==> src/verilog/smpwm_pkg.sv <==
// constants shared by the stepper pwm scheduler files
package smpwm_pkg;

    ////////////////////////////////////////////////////////////////////////
    // sizes
    localparam int NUM_UNITS = 5;
    localparam int RAMP_W = 8;
    localparam int DATA_W = 32;
    localparam int ADDR_W = 5;

    ////////////////////////////////////////////////////////////////////////
    // register byte offsets
    localparam logic [4:0] OFS_UQB = 5'h00;
    localparam logic [4:0] OFS_COS = 5'h04;
    localparam logic [4:0] OFS_SIN = 5'h08;
    localparam logic [4:0] OFS_CTL = 5'h0C;
    localparam logic [4:0] OFS_STAT = 5'h10;

    ////////////////////////////////////////////////////////////////////////
    // field positions and reset values
    localparam int UQB_QUAD_LSB = 0;
    localparam int UQB_SEL_LSB = 3;
    localparam int BUSY_BIT = 0;
    localparam int CTL_EN_BIT = 0;
    localparam int STAT_BUSY_BIT = 8;
    localparam logic [7:0] BUF_RST = 8'h00;
    localparam logic [2:0] SEL_RST = 3'h0;
    localparam logic [1:0] QUAD_RST = 2'h0;
    localparam logic [7:0] RAMP_ZERO = 8'h00;
    localparam logic [7:0] RAMP_TOP = 8'hFF;

    ////////////////////////////////////////////////////////////////////////
    // timing: 20 MHz system clock, motor clock by divider
    localparam int CLK_HZ = 20_000_000;
    localparam int MOTOR_FAST_HZ = 4_000_000;
    localparam int MOTOR_SLOW_HZ = 2_000_000;
    localparam int DIV_FAST = CLK_HZ / MOTOR_FAST_HZ;
    localparam int DIV_SLOW = CLK_HZ / MOTOR_SLOW_HZ;
    localparam logic [3:0] DIV_FAST_M1 = 4'(DIV_FAST - 1);
    localparam logic [3:0] DIV_SLOW_M1 = 4'(DIV_SLOW - 1);
    localparam int PERIOD_TICKS = 256;
    localparam logic [12:0] BUSY_MAX_CYC =
        13'(PERIOD_TICKS * DIV_SLOW + 2);

endpackage

==> src/verilog/smpwm_top.sv <==
// stepper pwm scheduler: registers, ramp counter, scheduler, units
//
// The address map and register access over Avalon-MM were left to the implementer.
`timescale 1ns/1ns
module smpwm_top
    import smpwm_pkg::*;
(
    // clock and reset
    input wire logic clk,
    input wire logic rst,
    // avalon-mm slave
    input wire logic [4:0] avs_address,
    input wire logic avs_read,
    input wire logic avs_write,
    input wire logic [31:0] avs_writedata,
    input wire logic [3:0] avs_byteenable,
    output logic [31:0] avs_readdata,
    output logic avs_waitrequest,
    // fixed options and shared-port pwm source
    input wire logic hw_clk_sel,
    input wire logic hw_unit_e_sel,
    input wire logic [1:0] ext_pwm_plus,
    input wire logic [1:0] ext_pwm_minus,
    // h-bridge drive, index 2*unit+coil
    output logic [9:0] bridge_plus_output,
    output logic [9:0] bridge_minus_output
);

    ////////////////////////////////////////////////////////////////////////
    // declarations
    logic [5:0] pin_s1_q;
    logic [5:0] pin_s2_q;
    logic wait_q;
    logic [31:0] rdata_q;
    logic [31:0] rdata_d;
    logic motor_module_enable_q;
    logic [2:0] sel_q;
    logic [1:0] quad_q;
    logic [7:0] cos_buf_q;
    logic [7:0] sin_buf_q;
    logic busy_q;
    logic busy_d;
    logic [3:0] div_q;
    logic [7:0] pwm_ramp_counter_q;
    logic [9:0] plus_q;
    logic [9:0] minus_q;
    logic [9:0] plus_d;
    logic [9:0] minus_d;
    logic [12:0] busy_cyc_q;
    logic hit_uqb;
    logic hit_cos;
    logic hit_sin;
    logic hit_ctl;
    logic hit_stat;

    wire clk_sel_s = pin_s2_q[5];
    wire unit_e_s = pin_s2_q[4];
    wire [1:0] ext_plus_s = pin_s2_q[3:2];
    wire [1:0] ext_minus_s = pin_s2_q[1:0];

    ////////////////////////////////////////////////////////////////////////
    // pin synchronisers
    always_ff @(posedge clk) begin
        if (rst) begin
            pin_s1_q <= 6'h00;
            pin_s2_q <= 6'h00;
        end else begin
            pin_s1_q <= {hw_clk_sel, hw_unit_e_sel,
                         ext_pwm_plus, ext_pwm_minus};
            pin_s2_q <= pin_s1_q;
        end
    end

    ////////////////////////////////////////////////////////////////////////
    // bus handshake: one wait cycle, then accept
    wire req = avs_read | avs_write;
    wire first = req & wait_q;
    wire acc = req & ~wait_q;
    wire wr_acc = acc & avs_write & avs_byteenable[0];

    always_ff @(posedge clk) begin
        if (rst) begin
            wait_q <= 1'b1;
        end else begin
            wait_q <= ~first;
        end
    end

    // address decode
    always_comb begin
        hit_uqb = 1'b0;
        hit_cos = 1'b0;
        hit_sin = 1'b0;
        hit_ctl = 1'b0;
        hit_stat = 1'b0;
        if (avs_address == OFS_UQB) begin
            hit_uqb = 1'b1;
        end else if (avs_address == OFS_COS) begin
            hit_cos = 1'b1;
        end else if (avs_address == OFS_SIN) begin
            hit_sin = 1'b1;
        end else if (avs_address == OFS_CTL) begin
            hit_ctl = 1'b1;
        end else if (avs_address == OFS_STAT) begin
            hit_stat = 1'b1;
        end
    end

    // write strobes; buffers only take writes while enabled
    wire en = motor_module_enable_q;
    wire wr_ctl = wr_acc & hit_ctl;
    wire wr_uqb = wr_acc & hit_uqb & en;
    wire wr_cos = wr_acc & hit_cos & en;
    wire wr_sin = wr_acc & hit_sin & en;

    // read data, unmapped and write-only read zero
    always_comb begin
        rdata_d = 32'h0000_0000;
        if (hit_sin) begin
            rdata_d[BUSY_BIT] = busy_q;
        end else if (hit_ctl) begin
            rdata_d[CTL_EN_BIT] = motor_module_enable_q;
        end else if (hit_stat) begin
            rdata_d[7:0] = pwm_ramp_counter_q;
            rdata_d[STAT_BUSY_BIT] = busy_q;
        end
    end

    always_ff @(posedge clk) begin
        if (rst) begin
            rdata_q <= 32'h0000_0000;
        end else if (first & avs_read) begin
            rdata_q <= rdata_d;
        end
    end

    ////////////////////////////////////////////////////////////////////////
    // module enable
    always_ff @(posedge clk) begin
        if (rst) begin
            motor_module_enable_q <= 1'b0;
        end else if (wr_ctl) begin
            motor_module_enable_q <= avs_writedata[CTL_EN_BIT];
        end
    end

    wire kill = rst | ~en;

    ////////////////////////////////////////////////////////////////////////
    // value buffers
    always_ff @(posedge clk) begin
        if (kill) begin
            sel_q <= SEL_RST;
            quad_q <= QUAD_RST;
            cos_buf_q <= BUF_RST;
            sin_buf_q <= BUF_RST;
        end else begin
            if (wr_uqb) begin
                sel_q <= avs_writedata[UQB_SEL_LSB +: 3];
                quad_q <= avs_writedata[UQB_QUAD_LSB +: 2];
            end
            if (wr_cos) begin
                cos_buf_q <= avs_writedata[7:0];
            end
            if (wr_sin) begin
                sin_buf_q <= avs_writedata[7:0];
            end
        end
    end

    ////////////////////////////////////////////////////////////////////////
    // motor clock tick from option-selected divider
    wire [3:0] div_lim = clk_sel_s ? DIV_SLOW_M1 : DIV_FAST_M1;
    wire tick = en & (div_q == div_lim);

    always_ff @(posedge clk) begin
        if (kill || tick) begin
            div_q <= 4'h0;
        end else begin
            div_q <= div_q + 4'h1;
        end
    end

    // ramp counts from enable, clears to zero on disable
    always_ff @(posedge clk) begin
        if (kill) begin
            pwm_ramp_counter_q <= RAMP_ZERO;
        end else if (tick) begin
            pwm_ramp_counter_q <= pwm_ramp_counter_q + 8'h01;
        end
    end

    wire wrap = tick & (pwm_ramp_counter_q == RAMP_TOP);

    ////////////////////////////////////////////////////////////////////////
    // scheduler
    // transfer at wrap, busy drops with it
    wire xfer = wrap & busy_q;

    // sine write launches; set wins over clear
    always_comb begin
        busy_d = busy_q;
        if (wr_sin) begin
            busy_d = 1'b1;
        end else if (xfer) begin
            busy_d = 1'b0;
        end
    end

    always_ff @(posedge clk) begin
        if (kill) begin
            busy_q <= 1'b0;
        end else begin
            busy_q <= busy_d;
        end
    end

    ////////////////////////////////////////////////////////////////////////
    // control units, each with its own delay
    for (genvar u = 0; u < NUM_UNITS; u++) begin : g_unit
        logic c1p;
        logic c1m;
        logic c2p;
        logic c2m;
        // codes above 100 load no unit
        wire load = xfer & (sel_q == 3'(u));

        smpwm_unit #(
            .DLY(u + 1)
        ) u_unit (
            .clk(clk),
            .rst(rst),
            .clr(~en),
            .tick(tick),
            .ramp(pwm_ramp_counter_q),
            .load(load),
            .ld_sin(sin_buf_q),
            .ld_cos(cos_buf_q),
            .ld_quad(quad_q),
            .coil1_p(c1p),
            .coil1_m(c1m),
            .coil2_p(c2p),
            .coil2_m(c2m)
        );

        if (u == NUM_UNITS - 1) begin : g_shared
            // shared ports: unit e or external pwm
            assign plus_d[2*u +: 2] = unit_e_s ? {c2p, c1p} : ext_plus_s;
            assign minus_d[2*u +: 2] = unit_e_s ? {c2m, c1m} : ext_minus_s;
        end else begin : g_own
            assign plus_d[2*u +: 2] = {c2p, c1p};
            assign minus_d[2*u +: 2] = {c2m, c1m};
        end
    end

    ////////////////////////////////////////////////////////////////////////
    // registered outputs
    always_ff @(posedge clk) begin
        if (rst) begin
            plus_q <= 10'h000;
            minus_q <= 10'h000;
        end else begin
            plus_q <= plus_d;
            minus_q <= minus_d;
        end
    end

    assign bridge_plus_output = plus_q;
    assign bridge_minus_output = minus_q;
    assign avs_waitrequest = wait_q;
    assign avs_readdata = rdata_q;

    ////////////////////////////////////////////////////////////////////////
    // checks
    always_ff @(posedge clk) begin
        if (kill || !busy_q) begin
            busy_cyc_q <= 13'h0000;
        end else if (busy_cyc_q != 13'h1FFF) begin
            busy_cyc_q <= busy_cyc_q + 13'h0001;
        end
    end
endmodule

==> src/verilog/smpwm_unit.sv <==
// one motor control unit: compare, delay and quadrant routing
`timescale 1ns/1ns
module smpwm_unit
    import smpwm_pkg::*;
#(
    parameter int DLY = 1
) (
    // clock and reset
    input wire logic clk,
    input wire logic rst,
    // module control
    input wire logic clr,
    input wire logic tick,
    input wire logic [7:0] ramp,
    // new values from the scheduler
    input wire logic load,
    input wire logic [7:0] ld_sin,
    input wire logic [7:0] ld_cos,
    input wire logic [1:0] ld_quad,
    // bridge drive, coil 1 and coil 2
    output logic coil1_p,
    output logic coil1_m,
    output logic coil2_p,
    output logic coil2_m
);

    logic [7:0] sin_q;
    logic [7:0] cos_q;
    logic [1:0] quad_q;
    logic sin_ff_q;
    logic cos_ff_q;
    logic [1:0] dly_q [DLY];
    wire kill = rst | clr;
    wire sin_ff_d;
    wire cos_ff_d;
    wire sin_dly;
    wire cos_dly;

    ////////////////////////////////////////////////////////////////////////
    // compare registers
    always_ff @(posedge clk) begin
        if (kill) begin
            sin_q <= BUF_RST;
            cos_q <= BUF_RST;
            quad_q <= QUAD_RST;
        end else if (load) begin
            sin_q <= ld_sin;
            cos_q <= ld_cos;
            quad_q <= ld_quad;
        end
    end

    // match wins at zero, so 00h stays low
    assign sin_ff_d = (ramp == sin_q) ? 1'b0 :
                      (ramp == RAMP_ZERO) ? 1'b1 : sin_ff_q;
    assign cos_ff_d = (ramp == cos_q) ? 1'b0 :
                      (ramp == RAMP_ZERO) ? 1'b1 : cos_ff_q;

    always_ff @(posedge clk) begin
        if (kill) begin
            sin_ff_q <= 1'b0;
            cos_ff_q <= 1'b0;
        end else if (tick) begin
            sin_ff_q <= sin_ff_d;
            cos_ff_q <= cos_ff_d;
        end
    end

    ////////////////////////////////////////////////////////////////////////
    // fixed delay in motor ticks
    for (genvar g = 0; g < DLY; g++) begin : g_dly
        wire [1:0] stage_in;
        // first stage reads the flops, later stages the one before
        if (g == 0) begin : g_head
            assign stage_in = {sin_ff_q, cos_ff_q};
        end else begin : g_link
            assign stage_in = dly_q[g - 1];
        end
        always_ff @(posedge clk) begin
            if (kill) begin
                dly_q[g] <= 2'b00;
            end else if (tick) begin
                dly_q[g] <= stage_in;
            end
        end
    end

    assign sin_dly = dly_q[DLY - 1][1];
    assign cos_dly = dly_q[DLY - 1][0];

    assign coil1_p = ~quad_q[1] & sin_dly;
    assign coil1_m = quad_q[1] & sin_dly;
    assign coil2_p = ~(quad_q[1] ^ quad_q[0]) & cos_dly;
    assign coil2_m = (quad_q[1] ^ quad_q[0]) & cos_dly;
endmodule

==> config.mk <==
export PLATFORM = sky130hd
export DESIGN_NAME = smpwm_top
export DESIGN_NICKNAME = d
export VERILOG_FILES = /design/src/verilog/smpwm_pkg.sv /design/src/verilog/smpwm_top.sv /design/src/verilog/smpwm_unit.sv
export SDC_FILE = /design/constraint.sdc
export NUM_CORES = 1
export LEC_CHECK = 0
export BUFFER_PORTS_ARGS = -buffer_cell sky130_fd_sc_hd__buf_2
export CORE_AREA = 2 2 135 137
export CTS_BUF_LIST = sky130_fd_sc_hd__clkbuf_16
export DETAILED_ROUTE_END_ITERATION = 8
export DIE_AREA = 0 0 137 139
export PLACE_DENSITY = 0.69
export SYNTH_ARGS = -nofsm -noshare
export SYNTH_HDL_FRONTEND = slang
export SYNTH_SLANG_ARGS = --single-unit
==> constraint.sdc <==
create_clock -name clk -period 2.83 [get_ports clk]
set_input_delay 0.283 -clock clk [delete_from_list [all_inputs] [get_ports clk]]
set_output_delay 0.283 -clock clk [all_outputs]
set_load 0.02 [all_outputs]
Word level (Yosys, flattened, before mapping)
Memories as Yosys holds them, arrays and structs flattened.
Cells that the tools add are included.
Widths: inputs -> output; s select.
{"block": "op_classes", "muxes": 57, "n_bitwise": 74, "n_eq_ne": 20, "div_mod_pow": 0, "order_cmp": 0, "n_shift": 0, "n_addsub": 2, "mul": 0, "reduce_logical": 26}
{"cell": "$eq 8x8->1", "count": 10}
{"cell": "$and 1x1->1", "count": 40}
{"cell": "$mux 1", "count": 36}
{"cell": "$mux 2", "count": 17}
{"cell": "$reduce_bool 2->1", "count": 11}
{"cell": "$reduce_and 2->1", "count": 10}
{"cell": "$mux 8", "count": 2}
{"cell": "$or 1x1->1", "count": 16}
{"cell": "$not 1->1", "count": 13}
{"cell": "$eq 5x4->1 const B", "count": 2}
{"cell": "$mux 9", "count": 1}
{"cell": "$add 8x1->8 const B", "count": 1}
{"cell": "$eq 8x8->1 const B", "count": 1}
{"cell": "$logic_not 8->1", "count": 1}
{"cell": "$eq 3x2->1 const B", "count": 2}
{"cell": "$eq 5x3->1 const B", "count": 1}
{"cell": "$eq 5x5->1 const B", "count": 1}
{"cell": "$logic_not 5->1", "count": 1}
{"cell": "$xor 1x1->1", "count": 5}
{"cell": "$add 4x1->4 const B", "count": 1}
{"cell": "$eq 4x4->1", "count": 1}
{"cell": "$mux 4", "count": 1}
{"cell": "$eq 3x1->1 const B", "count": 1}
{"cell": "$eq 3x3->1 const B", "count": 1}
{"cell": "3 further kinds", "count": 3}
{"block": "word_totals", "output_inout_bits": 53, "n_memories": 5, "regBits": 177, "rom_bits": 0, "inputBits": 51, "ram_bits": 30, "latchBits": 0, "wordCells": 223}
{"memory": "g_unit[4].u_unit.dly_q", "depth": 5, "width": 2, "rd": 5, "rd_ports_with_merged_regs": 0, "write_ports": 5, "line": "smpwm_unit.sv:32", "text": "logic [1:0] dly_q [DLY];"}
{"memory": "g_unit[3].u_unit.dly_q", "depth": 4, "width": 2, "rd": 4, "rd_ports_with_merged_regs": 0, "write_ports": 4, "line": "smpwm_unit.sv:32"}
{"memory": "g_unit[2].u_unit.dly_q", "depth": 3, "width": 2, "rd": 3, "rd_ports_with_merged_regs": 0, "write_ports": 3, "line": "smpwm_unit.sv:32"}
{"memory": "g_unit[1].u_unit.dly_q", "depth": 2, "width": 2, "rd": 2, "rd_ports_with_merged_regs": 0, "write_ports": 2, "line": "smpwm_unit.sv:32"}
{"memory": "g_unit[0].u_unit.dly_q", "depth": 1, "width": 2, "rd": 1, "rd_ports_with_merged_regs": 0, "write_ports": 1, "line": "smpwm_unit.sv:32"}

Longest topological paths before layout
Gate-level depths: netlist of run 1.
{"block": "logic_depth", "word_depth": 9, "depth_mapped": 8, "ltp_nobuf": 6}

Hierarchy
From an unflattened synthesis of run 1, not the netlist that was laid out.
{"block": "unflattened", "cells_unflattened": 833, "hier_area_um2": 8763.4}
{"mod": "smpwm_top", "cells_each": 291, "area_per_inst_um2": 2970.3, "n_inst": 1}
{"mod": "smpwm_unit at g_unit[4].u_unit", "cells_each": 118, "area_per_inst_um2": 1308.8, "n_inst": 1}
{"mod": "smpwm_unit at g_unit[3].u_unit", "cells_each": 113, "area_per_inst_um2": 1238.7, "n_inst": 1}
{"mod": "smpwm_unit at g_unit[2].u_unit", "cells_each": 108, "area_per_inst_um2": 1153.6, "n_inst": 1}
{"mod": "smpwm_unit at g_unit[1].u_unit", "cells_each": 103, "area_per_inst_um2": 1077.3, "n_inst": 1}
{"mod": "smpwm_unit at g_unit[0].u_unit", "cells_each": 100, "area_per_inst_um2": 1014.7, "n_inst": 1}

Worst setup path before layout of run 1
OpenSTA, ideal clock, no wires.
{"block": "synth_path", "path_kind": "flip-flop to flip-flop", "start": "register div_q[0]", "end": "memory g_unit[0].u_unit.dly_q[0][0] (enable)", "path_stages_with_launch": 6, "setup_slack_ps": 443, "arrival_time_ps": 1998, "setup_time_ps": 390, "n_path_buf": 2, "required_ps": 2440, "cell_sequence": "dfxtp_1 -> or4b_4 -> buf_6 -> a21o_1 -> buf_6 -> nand2_1"}
{"block": "synth_via", "elab_chain_cells": 7}
{"element": "from (decl)", "line": "smpwm_top.sv:43", "text": "logic [3:0] div_q;"}
{"element": "from (signal assigned)", "line": "smpwm_top.sv:180", "text": "div_q <= div_q + 4'h1;"}
{"element": "$eq 4x4->1 (*)", "line": "smpwm_top.sv:174", "text": "wire tick = en & (div_q == div_lim);"}
{"element": "$and 1x1->1 (*)", "line": "smpwm_top.sv:174"}
{"element": "$mux 1 (*)", "line": "smpwm_unit.sv:82", "text": "end else if (tick) begin"}
{"element": "$mux 1 (*)", "line": "smpwm_unit.sv:80", "text": "if (kill) begin"}
{"element": "$mux 1 (implied by the code) (*)", "line": "smpwm_unit.sv:83", "text": "dly_q[g] <= stage_in;"}
{"element": "$reduce_or 2->1 (no line)"}
{"element": "$mux 1 (no line) (*)"}
{"element": "to (decl)", "line": "smpwm_unit.sv:32"}
Mark *: on every way between the ends. The rest lies on a longest branch, timed or not.

Worst setup path after layout of run 1
{"block": "layout_path", "start": "register pwm_ramp_counter_q[1]", "end": "register g_unit[2].u_unit.cos_ff_q"}
{"block": "layout_via", "elab_chain_cells": 3, "word_cells_on_any_way": 5, "cone_classes": "eq/ne (1); mux (1); reduce/logical (3)"}
{"element": "from (decl)", "line": "smpwm_top.sv:44", "text": "logic [7:0] pwm_ramp_counter_q;"}
{"element": "from (signal assigned)", "line": "smpwm_top.sv:189", "text": "pwm_ramp_counter_q <= pwm_ramp_counter_q + 8'h01;"}
{"element": "$eq 8x8->1 / $logic_not 8->1 (equally long branches)", "line": "smpwm_unit.sv:56, smpwm_unit.sv:57"}
{"element": "$reduce_bool 2->1 (no line)"}
{"element": "$reduce_and 2->1 (no line)"}
{"element": "to (signal assigned)", "line": "smpwm_unit.sv:65", "text": "cos_ff_q <= cos_ff_d;"}
{"element": "to (decl)", "line": "smpwm_unit.sv:31", "text": "logic cos_ff_q;"}
Several ways; a longest one is shown, not always the timed one.
A chain may end at the register's enable or synchronous reset.

==> key figures, run 1 <==
Worst setup path
  – Required time worst endpoint: 3.24 ns
  – Critical-path maximum fanout: 10
  – CP endpoint: g_unit[2].u_unit.cos_ff_q$_SDFFE_PP0P_
  – Reg2reg start: pwm_ramp_counter_q[1]$_SDFFE_PP0P_
  – CP arrival: 2.58 ns
  – Crit path capture type: register
  – Reg2reg setup slack: 0.66 ns
  – Kind of critical path: reg2reg
  – Crit path launch type: register
  – R2r endpoint: g_unit[2].u_unit.cos_ff_q$_SDFFE_PP0P_
  – Crit path launch: pwm_ramp_counter_q[1]$_SDFFE_PP0P_
  – R2R depth: 6

Route
  – Post-route ant nets: 0
  – DR WL/cell: 15.6 um
  – Vias: 5779
  – Pre-antenna DRT Iters: 4
  – Via density: around 5.1
  – # DRC: 0
  – Initial DRC count: 310
  – Drt total wl: 17700 um

Die
  – Initial Util: ~49%
  – Die X: 137 um
  – Core area: around 0.018 sq mm
  – FP Rows: 49
  – Die area: around 0.019 sq mm
  – Height of the die: 139 um
  – I/O pin count: 104

Place
  – DP HPWL: 11800 um
  – Routability congestion estimate: 0.786
  – Port bufs: 53
  – Placed Instances: 1091

Clock tree
  – # clock sinks: between 200 and 250
  – CTS tree: yes
  – TritonCTS buffer count: 21
  – Worst-Skew Late Latency: 0.50 ns
  – H-tree lvl count: 1
  – Clk root buf: clkbuf_16
  – Clock Tree Buf Depth: 3
  – Clk slew on worst S/H paths: roughly 0.06 ns

Global routing
  – Pin count of the biggest net entering global routing: 43
  – Total grt overflow: 0
  – All-Layer GR Usage: 19.0%
  – Vias in the first global route: 5481
  – Initial antenna violation count: 0
  – First-pass GRT wire length: a little under 30000 um

Yosys
  – Asr flop ratio synth: 0%
  – Largest area contributor in the netlist: dfxtp_1
  – Seq/Total Area, Yosys: 51.5%
  – Commonest cells post-synth: dfxtp_1, nand2_1, mux2i_1, xor2_1, and3_1
  – Top-count cell post-synth: dfxtp_1
  – Synth Area per Inst: 10.2 sq um
  – Share of the synthesized area in the top cell type: between 40 and 50%
  – Synthesized netlist cell count: between 800 and 900
  – Ys Warns: 0
  – Netlist Area Pre-Place: 0.00862 sq mm
  – Top cells by area, synth: dfxtp_1, mux2i_1, edfxtp_1, xor2_1, nand2_1
  – Count of different cell masters after synthesis: 50
  – Yosys reg bits: a little over 200
  – Top FF cell, synth: dfxtp_1
  – EDFF count, synth: 30

STA
  – Rel. slew slack: about half
  – Slew Limit Fails: 0
  – Worst hold margin: 0.0237 ns
  – Fin. Hold Viols: 0
  – Sum Neg Setup Slack: 0 ns
  – Crit share post-route: 76.6%
  – RSZ-0062 raised after global routing: no
  – Layout Skew: between 0.015 and 0.02 ns
  – Least-Margin Pin Slew: 0.738 ns
  – Tmin final: between 2 and 2.5 ns
  – FMAX: 0.461 GHz
  – Setup violators final: 0

Power
  – PwrDens: 578 mW/mm^2
  – Power Total: 5.61 mW
  – Max rail drop VDD: 0.423 mV
  – P_leak: 4.93 nW

Final layout
  – N_diodes: 0
  – Non-filler cells, final: 1134
  – NumNets Final: ~950
  – Fraction of layout cells with a size suffix above 1: ~13%
  – Area Growth Syn to Fin: 12.6%

Flow run
  – Max-cap viol count: 0

Status
  – Status: completed

Hold path
  – HP Class: in2reg
final cells by class:
type                            instances  area (sq um)
Clock inverter                         15          76.3
Clock buffer                           22           551
Sequential cell                       207          4440
Timing Repair Buffer                   84           538
Tap cell                              229           287
Fill cell                            1561          7950
Inverter                                6          22.5
Multi-Input combinational cell        571          3790
critical path: stages, from the launching register on:
cell       delay (ns)
dfxtp_1          0.42
inv_1            0.10
ha_1             0.13
or4b_1           0.50
a2111oi_4        0.68
a21oi_1          0.08
a31oi_1          0.17
layer usage:
| layer | up-vias | share of wire [%] | GRT usage (%) |
|---|---|---|---|
| met3 | 23 | 4.5 | 2.67 |
| met2 | 99 | 47 | 30.3 |
| met4 | 0 | 2.3 | 5.64 |
| met5 | - | 0 | 0 |
| li1 | 2927 | - | - |
| met1 | 2730 | 46 | 26.6 |
cells in the final DEF, fill, tap and decap left out, types with 3 or more instances in the layout:
cell and instances:
a21oi_1 25, a31oi_1 10, and2_1 3, and3_1 41, buf_2 53, buf_4 23
clkbuf_16 22, clkinv_1 5, conb_1 23, dfxtp_1 177, dlygate4sd3_1 6, edfxtp_1 30
ha_1 3, inv_1 10, mux2i_1 104, nand2_1 129, nand2b_1 4, nand3_1 24
nand4_1 5, nand4b_1 3, nor2_1 28, nor2b_1 16, nor3b_1 4, nor4_1 21
o21ai_0 9, o31ai_1 3, xnor2_1 5, xor2_1 85
power breakdown:
part	internal, mW	switching (mW)	leakage (nW)
sequential	2.98	0.00490	1.80
combinational	0.0323	0.0703	2.81
clock	1.41	1.10	0.328
registers in the layout, indices dropped and copies added, names as in the netlist:
signal                  count
pwm_ramp_counter_q          8
g_unit.u_unit.sin_ff_q      5
bridge_plus_output         10
cos_buf_q                   8
g_unit.u_unit.cos_q        40
en                          1
sel_q                       3
bridge_minus_output        10
pin_s2_q                    6
avs_readdata                9
g_unit.u_unit.sin_q        40
g_unit.u_unit.dly_q        30
div_q                       4
quad_q                      2
avs_waitrequest             1
sin_buf_q                   8
pin_s1_q                    6
busy_q                      1
g_unit.u_unit.cos_ff_q      5
g_unit.u_unit.quad_q       10
how the worst min path moves through the flow:
stage	end	cells after the start	slack (ns)	start
after floorplan	avs_waitrequest$_SDFF_PP1_	1	0.40	avs_read
after global placement	pin_s2_q[3]$_SDFF_PP0_	1	0.42	pin_s1_q[3]$_SDFF_PP0_
after detailed placement	pin_s2_q[2]$_SDFF_PP0_	1	0.42	pin_s1_q[2]$_SDFF_PP0_
after CTS	pin_s1_q[3]$_SDFF_PP0_	2	0.009	ext_pwm_plus[1]
after global routing	avs_waitrequest$_SDFF_PP1_	2	0.02	avs_write
final	sin_buf_q[6]$_SDFFE_PP0P_	3	0.02	avs_writedata[6]
cells by family after synthesis:
family / synth area share, %
and+or+nand+nor: 16.7
DFF: 51.5
muxes: 12.2
buffers and inverters: 5.66
xor gates and xnor gates: 9.14
AOI/OAI and AO/OA: 4.31
adders and majority gates: 0.435
other: 0.0435
per-stage QoR:
stage               utilization, %  cell area (sq um)  worst slack, ns
floorplan                        -               8700            0.443
global placement              51.1               9020            0.715
detailed placement            51.1               9020            0.669
CTS                           55.0               9710            0.656
global route                  55.0               9710            0.516
finish                        55.0               9710            0.662
what timing repair did:
item                       4_1_cts  5_1_grt
resized for setup                0        0
hold buffers                     6        0
setup buffers                    0        0
setup endpoints to repair        0        0
hold endpoints to repair         6        0
(Power assumes the default switching activity.)
==> inputs of run 2 (changes only) <==
--- a/config.mk
+++ b/config.mk
@@ -10,7 +10,7 @@
 export CTS_BUF_LIST = sky130_fd_sc_hd__clkbuf_16
 export DETAILED_ROUTE_END_ITERATION = 8
 export DIE_AREA = 0 0 137 139
-export PLACE_DENSITY = 0.69
+export PLACE_DENSITY = 0.72
 export SYNTH_ARGS = -nofsm -noshare
 export SYNTH_HDL_FRONTEND = slang
 export SYNTH_SLANG_ARGS = --single-unit
==> constraint.sdc (replaced) <==
create_clock -name clk -period 1.9 [get_ports clk]
set_input_delay 0.19 -clock clk [delete_from_list [all_inputs] [get_ports clk]]
set_output_delay 0.19 -clock clk [all_outputs]
set_load 0.02 [all_outputs]
==> run 2 against run 1 <==
Net effect:
- utilization up 1.8 points
- combinational power up 68%
- non-clock buffer count up 27
- flip-flop and latch count unchanged
- wire length up 1.2%
- first-iteration DRC count up 14%
- via count up 2.0%
- largest cell class unchanged
- highest routed layer unchanged
==> key figures, run 2 (synthesis results as in run 1) <==
Worst setup path
  – CP arrival: 2.26 ns (-0.32 ns)
  – R2r endpoint: g_unit[0].u_unit.cos_q[3]$_SDFFE_PP0P_
  – Required time worst endpoint: 2.26 ns (-0.98 ns)
  – Reg2reg setup slack: 0.002 ns (-0.66 ns)
  – Reg2reg start: div_q[0]$_SDFF_PP0_
  – R2R depth: 6 (unchanged)
  – CP max stage delay: 0.59 ns (-0.09 ns)
  – Critical-path maximum fanout: 7 (-3)
  – Crit path launch type: register
  – Slowest-stage cell, CP: or4b_4
  – Critical path cell sequence: or4b_4, a21oi_4, nand4_1, buf_6, clkbuf_16, mux2i_1
  – Kind of critical path: reg2reg
  – Crit path capture type: register

Route
  – Pre-antenna DRT Iters: 5 (+1)
  – Initial DRC count: 352 (+14%)
  – Vias: 5897 (+2.0%)
  – Drt total wl: 17900 um (+1.2%)
  – Met2 routed WL: 8390 um (+0.72%)
  – Wire length on met1: 8440 um (+3.4%)
  – Via density: 5.08 (-0.25%)
  – DR top layer: met4
  – # DRC: 0 (unchanged)
  – Post-route ant nets: 0 (unchanged)
  – DR WL/cell: 15.4 um (-1.0%)
  – Met3 wire length: 832 um (+4.3%)

Power
  – Sw Share: 20.8% (-0.22 points)
  – Power Total: 8.21 mW (+46%)
  – PwrDens: 819 mW/mm^2 (+42%)
  – Clock power share: 43.7% (-1.2 points)
  – Power share of the sequential group: 54.2% (+0.9 points)
  – Max rail drop VDD: 0.699 mV (+66%)
  – P_sw: 1.71 mW (+45%)
  – P_leak: 5.10 nW (+3.4%)
  – Cell internal pwr: 6.50 mW (+47%)
  – Combinational power share: 2.1% (+0.3 points)

STA
  – Tmin final: 1.90 ns (-0.271 ns)
  – FMAX: 0.527 GHz (+14%)
  – Layout Skew: 0.00857 ns (-0.00765 ns)
  – Setup violators final: 0 (unchanged)
  – RSZ-0062 raised after global routing: yes
  – Crit share post-route: 99.9% (+23 points)
  – Rel. slew slack: 60.9% (+10 points)
  – Least-Margin Pin Slew: 0.581 ns (-0.157 ns)
  – Final setup margin: 0.00229 ns (-0.659 ns)
  – Fin. Hold Viols: 0 (unchanged)
  – Slew Limit Fails: 0 (unchanged)
  – Worst hold margin: 0.0176 ns (-0.00609 ns)

Final layout
  – Commonest non-fill, non-tap cell in the layout: dfxtp_1
  – N_diodes: 0 (unchanged)
  – Fraction of layout cells with a size suffix above 1: 14.4% (+1.6 points)
  – Fillers: 1507 (-3.5%)
  – Post-layout util: 56.8% (+1.8 points)
  – Most frequent cells in the layout: dfxtp_1, nand2_1, mux2i_1
  – Top Registers: g_unit.u_unit.cos_q (40), g_unit.u_unit.sin_q (40), g_unit.u_unit.dly_q (30)
  – Design Area, Final: 0.0100 sq mm (+3.3%)
  – Area Growth Syn to Fin: 16.3%
  – NumNets Final: 972 (+2.9%)

Die
  – Die X: 137 um (unchanged)
  – I/O pin count: 104 (unchanged)
  – Height of the die: 139 um (unchanged)
  – Die area: 0.0190 sq mm (unchanged)
  – Core area: 0.0177 sq mm (unchanged)
  – FP Rows: 49 (unchanged)
  – Initial Util: 48.8% (unchanged)

Place
  – DP HPWL: 11800 um (+0.23%)
  – Dpl ws: 0.0378 ns (-0.631 ns)
  – Routability congestion estimate: 0.801 (+2.0%)
  – DP Area: 0.00922 sq mm (+2.1%)
  – Port bufs: 53 (unchanged)

Flow run
  – Max-cap viol count: 0 (unchanged)

Global routing
  – Initial antenna violation count: 0 (unchanged)
  – First-pass GRT wire length: 28900 um (about the same)
  – Vias in the first global route: 5656 (+3.2%)
  – Pin count of the biggest net entering global routing: 41 (-4.7%)
  – Total grt overflow: 0 (unchanged)
  – All-Layer GR Usage: 18.8% (-0.20 points)

Clock tree
  – Clk root buf: clkbuf_16
  – # clock sinks: 207 (unchanged)
  – Clk slew on worst S/H paths: 0.06 ns (about the same)
  – H-tree lvl count: 1 (unchanged)
  – TritonCTS buffer count: 21 (unchanged)
  – Clock Tree Buf Depth: 3 (unchanged)
  – Worst-Skew Late Latency: 0.48 ns (-0.02 ns)
  – CTS tree: yes

Hold path
  – Hold path start: avs_writedata[0]
  – WHS Endpoint: sin_buf_q[0]$_SDFFE_PP0P_
  – HP Class: in2reg
  – Hold path depth: 3 (unchanged)

Status
  – Status: completed
[run 2: per-layer routing]
layer / up-vias / GRT usage, %
met5: - / 0
met2: 111 / 30.6
li1: 2981 / -
met4: 0 / 3.85
met1: 2784 / 26.3
met3: 21 / 3.03
[run 2: per-stage QoR]
stage | setup TNS, ns | instances
6_report | 0 | 1160
5_1_grt | -1.16 | 1160
4_1_cts | 0 | 1157
3_5_place_dp | 0 | 1105
3_3_place_gp | 0 | 1105
2_1_floorplan | 0 | 870
[run 2: power by group through the flow]
stage               combinational [mW]  clock (mW)  sequential, mW
floorplan                        0.122           0            4.55
global placement                 0.144           0            4.55
detailed placement               0.144           0            4.55
CTS                              0.170        3.67            4.45
global route                     0.189        3.84            4.45
finish                           0.173        3.59            4.45
[run 2: what timing repair did]
item                                    4_1_cts  5_1_grt
gates resized for setup                       0        5
buffers inserted                              0        1
endpoints found under the setup margin        0       83
endpoints found under the hold margin        24        0
hold buffers                                 16        0
[run 2: critical path: cells and delay by family, from the launching register on]
kind,cells,cell delay [ns]
and+or+nand+nor,2,0.74
DFF,1,0.32
buffers and inverters,2,0.32
AOI/OAI and AO/OA,1,0.27
muxes,1,0.11
[run 2: final cells by class]
| class | count | area, sq um | share of cell area [%] |
|---|---|---|---|
| multi-input cells | 571 | 3810 | 38.0 |
| flip-flops and latches | 207 | 4450 | 44.3 |
| clock inverters | 15 | 63.8 | 0.636 |
| repair buffers | 111 | 877 | 8.75 |
| inverters | 6 | 22.5 | 0.225 |
| well taps | 229 | 287 | 2.86 |
| clock buffers | 21 | 526 | 5.24 |
[run 2: worst max-delay path by stage]
stage	from	end	slack [ns]
floorplan	div_q[3]$_SDFF_PP0_	g_unit[3].u_unit.sin_q[7]$_SDFFE_PP0P_	0.001
global placement	pin_s2_q[5]$_SDFF_PP0_	pwm_ramp_counter_q[6]$_SDFFE_PP0P_	0.05
detailed placement	pin_s2_q[5]$_SDFF_PP0_	g_unit[0].u_unit.cos_q[0]$_SDFFE_PP0P_	0.04
CTS	pin_s2_q[5]$_SDFF_PP0_	pwm_ramp_counter_q[6]$_SDFFE_PP0P_	0.02
global route	div_q[0]$_SDFF_PP0_	g_unit[0].u_unit.sin_q[5]$_SDFFE_PP0P_	-0.04
finish	div_q[0]$_SDFF_PP0_	g_unit[0].u_unit.cos_q[3]$_SDFFE_PP0P_	0.002
==> inputs of run 3 (changes only) <==
--- a/config.mk
+++ b/config.mk
@@ -5,12 +5,13 @@
 export SDC_FILE = /design/constraint.sdc
 export NUM_CORES = 1
 export LEC_CHECK = 0
+export ABC_AREA = 1
 export BUFFER_PORTS_ARGS = -buffer_cell sky130_fd_sc_hd__buf_2
-export CORE_AREA = 2 2 135 137
+export CORE_AREA = 2 2 138 140
 export CTS_BUF_LIST = sky130_fd_sc_hd__clkbuf_16
 export DETAILED_ROUTE_END_ITERATION = 8
-export DIE_AREA = 0 0 137 139
-export PLACE_DENSITY = 0.72
+export DIE_AREA = 0 0 140 142
+export PLACE_DENSITY = 0.71
 export SYNTH_ARGS = -nofsm -noshare
 export SYNTH_HDL_FRONTEND = slang
 export SYNTH_SLANG_ARGS = --single-unit
==> run 3 against run 2 <==
Net effect:
- the flow now finishes with violations (design-rule violations)
- final area increased by 2.6%
- register-to-register slack improved by 0.18 ns
- non-clock buffer count grew 3
- worst setup slack better by 0.18 ns
- global-route usage grew 2.1 points
- clock power grew 7.5%
- highest routed layer unchanged
==> key figures, run 3 <==
STA
  – Tmin final: 1.72 ns (-0.179 ns)
  – Least-Margin Pin Slew: 0.547 ns (-0.0341 ns)
  – Worst hold margin: 0.0216 ns (+0.00396 ns)
  – FMAX: 0.582 GHz (+10%)
  – Slew Limit Fails: 0 (unchanged)
  – Crit share post-route: 90.4% (-9.4 points)
  – Layout Skew: 0.00861 ns (+0.0000444 ns)
  – Fin. Hold Viols: 0 (unchanged)
  – Rel. slew slack: 63.5% (+2.6 points)
  – Final setup margin: 0.182 ns (+0.179 ns)
  – RSZ-0062 raised after global routing: no
  – Setup violators final: 0 (unchanged)

Yosys
  – Count of different cell masters after synthesis: 32 (-36%)
  – Synth Area per Inst: 8.46 sq um (-17%)
  – Top FF cell, synth: dfxtp_1
  – Netlist Area Pre-Place: 0.00899 sq mm (+4.2%)
  – Synthesized netlist cell count: 1062 (+25%)
  – Ys Warns: 0 (unchanged)
  – Yosys reg bits: 207 (unchanged)
  – Seq/Total Area, Yosys: 49.5% (-2.1 points)
  – Top cells by area, synth: dfxtp_1, edfxtp_1, nand4_1, xnor2_1, a21oi_1
  – Largest area contributor in the netlist: dfxtp_1
  – Asr flop ratio synth: 0% (unchanged)
  – Share of the synthesized area in the top cell type: 39.4% (-1.7 points)
  – Commonest cells post-synth: dfxtp_1, nand2_1, nor2_1, a21oi_1, nand4_1
  – Top-count cell post-synth: dfxtp_1
  – EDFF count, synth: 30 (unchanged)

Die
  – Die X: 140 um (+2.2%)
  – Initial Util: 48.7% (-0.13 points)
  – I/O pin count: 104 (unchanged)
  – FP Rows: 50 (+2.0%)
  – Die area: 0.0199 sq mm (+4.4%)
  – Core area: 0.0185 sq mm (+4.5%)
  – Height of the die: 142 um (+2.2%)

Power
  – Max rail drop VDD: 0.529 mV (-24%)
  – Clock power share: 45.5% (+1.8 points)
  – P_leak: 3.67 nW (-28%)
  – Sw Share: 21.3% (+0.44 points)
  – PwrDens: 824 mW/mm^2 (+0.59%)
  – Power share of the sequential group: 52.5% (-1.7 points)
  – P_sw: 1.80 mW (+5.4%)
  – Combinational power share: 1.9% (-0.2 points)
  – Cell internal pwr: 6.67 mW (+2.6%)
  – Power Total: 8.48 mW (+3.2%)

Final layout
  – NumNets Final: 1182 (+22%)
  – Commonest non-fill, non-tap cell in the layout: dfxtp_1
  – Most frequent cells in the layout: dfxtp_1, nand2_1, nor2_1
  – Fillers: 1656 (+9.9%)
  – N_diodes: 0 (unchanged)
  – Area Growth Syn to Fin: 14.5%
  – Fraction of layout cells with a size suffix above 1: 14.1% (-0.31 points)
  – Non-filler cells, final: 1377 (+19%)
  – Top Registers: g_unit.u_unit.cos_q (40), g_unit.u_unit.sin_q (40), g_unit.u_unit.dly_q (30)
  – Design Area, Final: 0.0103 sq mm (+2.6%)

Worst setup path
  – Slowest-stage cell, CP: dfxtp_1
  – R2r endpoint: g_unit[3].u_unit.sin_q[5]$_SDFFE_PP0P_
  – CP endpoint: g_unit[3].u_unit.sin_q[5]$_SDFFE_PP0P_
  – Reg2reg start: pwm_ramp_counter_q[0]$_SDFFE_PP0P_
  – Kind of critical path: reg2reg
  – Crit path launch: pwm_ramp_counter_q[0]$_SDFFE_PP0P_
  – R2R depth: 9 (+3)
  – CP arrival: 2.11 ns (-0.15 ns)
  – Crit path capture type: register
  – Critical-path maximum fanout: 18 (+11)
  – Required time worst endpoint: 2.29 ns (+0.03 ns)
  – Critical path cell sequence: ha_1, inv_1, nor2_2, nand2_2, nor2_8, buf_12, nand3_4, nand2_1, a21oi_1
  – Crit path launch type: register
  – Reg2reg setup slack: 0.18 ns (+0.18 ns)
  – CP max stage delay: 0.34 ns (-0.25 ns)

Place
  – DP Area: 0.00945 sq mm (+2.5%)
  – DP HPWL: 13700 um (+16%)
  – Routability congestion estimate: 0.828 (+3.4%)
  – Dpl ws: -0.0980 ns (-0.136 ns)
  – Placed Instances: 1323 (+20%)
  – Port bufs: 53 (unchanged)

Status
  – Violated checks: design-rule violations
  – Status: finished, violations left

Route
  – Vias: 7235 (+23%)
  – Post-route ant nets: 0 (unchanged)
  – # DRC: 9 (+9)
  – Initial DRC count: 497 (+41%)
  – Pre-antenna DRT Iters: 9 (+4)
  – DR WL/cell: 15.4 um (-0.28%)
  – Drt total wl: 21200 um (+18%)
  – Via density: 5.25 (+3.4%)

Global routing
  – Initial antenna violation count: 0 (unchanged)
  – All-Layer GR Usage: 20.9% (+2.1 points)
  – Pin count of the biggest net entering global routing: 37 (-9.8%)
  – Vias in the first global route: 6699 (+18%)
  – First-pass GRT wire length: 33400 um (+15%)
  – Total grt overflow: 0 (unchanged)

Clock tree
  – Clk root buf: clkbuf_16
  – Worst-Skew Late Latency: 0.50 ns (+0.02 ns)
  – H-tree lvl count: 1 (unchanged)
  – Clock Tree Buf Depth: 3 (unchanged)
  – # clock sinks: 207 (unchanged)
  – TritonCTS buffer count: 22 (+4.8%)
  – Clk slew on worst S/H paths: 0.06 ns (about the same)
  – CTS tree: yes

Flow run
  – Max-cap viol count: 0 (unchanged)

Hold path
  – HP Class: in2reg
==> run 3: changes by cell type after synthesis, moves of 32 or more <==
cell / delta
a21oi_1: +99
xnor2_1: +69
o21ai_0: +32
nand4_1: +101
and3_1: -41
nor2_1: +100
mux2i_1: -104
xor2_1: -78
inv_1: +66
==> run 3: power by group through the flow <==
stage | clock network, mW | registers, mW | logic, mW
after floorplan | 0 | 4.55 | 0.120
after global placement | 0 | 4.55 | 0.140
after detailed placement | 0 | 4.55 | 0.141
after CTS | 3.92 | 4.45 | 0.162
after global routing | 4.07 | 4.45 | 0.181
final | 3.86 | 4.45 | 0.164
==> run 3: worst min-delay path by stage <==
stage	start	endpoint	slack, ns	cells after the start
2_1_floorplan	ext_pwm_minus[0]	pin_s1_q[0]$_SDFF_PP0_	0.30	2
3_3_place_gp	pin_s1_q[3]$_SDFF_PP0_	pin_s2_q[3]$_SDFF_PP0_	0.39	2
3_5_place_dp	pin_s1_q[0]$_SDFF_PP0_	pin_s2_q[0]$_SDFF_PP0_	0.39	2
4_1_cts	avs_writedata[0]	en$_SDFFE_PP0P_	0.01	3
5_1_grt	avs_writedata[0]	en$_SDFFE_PP0P_	0.02	3
6_report	avs_writedata[0]	en$_SDFFE_PP0P_	0.02	3
==> run 3: repair_timing <==
item / CTS / global route
pin swaps: 0 / 1
buffers inserted: 0 / 2
hold buffers: 13 / 0
endpoints found under the hold margin: 19 / 0
endpoints found under the setup margin: 54 / 79
gates resized for setup: 0 / 3
==> run 3: routing by layer <==
layer | share of wire (%) | routed length, um | global-route usage, %
met2 | 49 | 10400 | 37.3
met1 | 43 | 9200 | 26.3
met5 | 0 | 0 | 0
met4 | 3.2 | 673 | 7.44
met3 | 4.5 | 954 | 2.46
==> run 3: logic make-up (layout without fill, tap and decap cells) <==
group | after synthesis | after routing | synth area share, %
simple gates | 434 | 434 | 23.3
flops | 207 | 207 | 49.5
buf+inv | 170 | 229 | 9.59
compound gates | 166 | 166 | 9.27
xor+xnor | 81 | 81 | 7.89
fa+ha+maj | 3 | 3 | 0.418
other cells | 1 | 23 | 0.0417
==> run 3: cell type report <==
cell class,instances,area [sq um],share of cell area [%]
flip-flops and latches,207,4450,43.2
multi-input cells,707,3790,36.8
repair buffers,114,831,8.07
clock buffers,23,576,5.59
well taps,234,293,2.85
inverters,76,285,2.77
clock inverters,16,68.8,0.669
==> run 3: critical path: cells and delay by family (launching register included) <==
kind	cells	cell delay, ns
simple gates	5	0.80
flops	1	0.34
buf+inv	2	0.22
fa+ha+maj	1	0.17
compound gates	1	0.08
==> run 3: stage by stage <==
stage               util [%]  TNS (ns)
finish                  55.8         0
detailed placement      51.2     -3.38
global route            55.8         0
global placement        51.2     -1.30
floorplan                  -         0
CTS                     55.4     -4.99
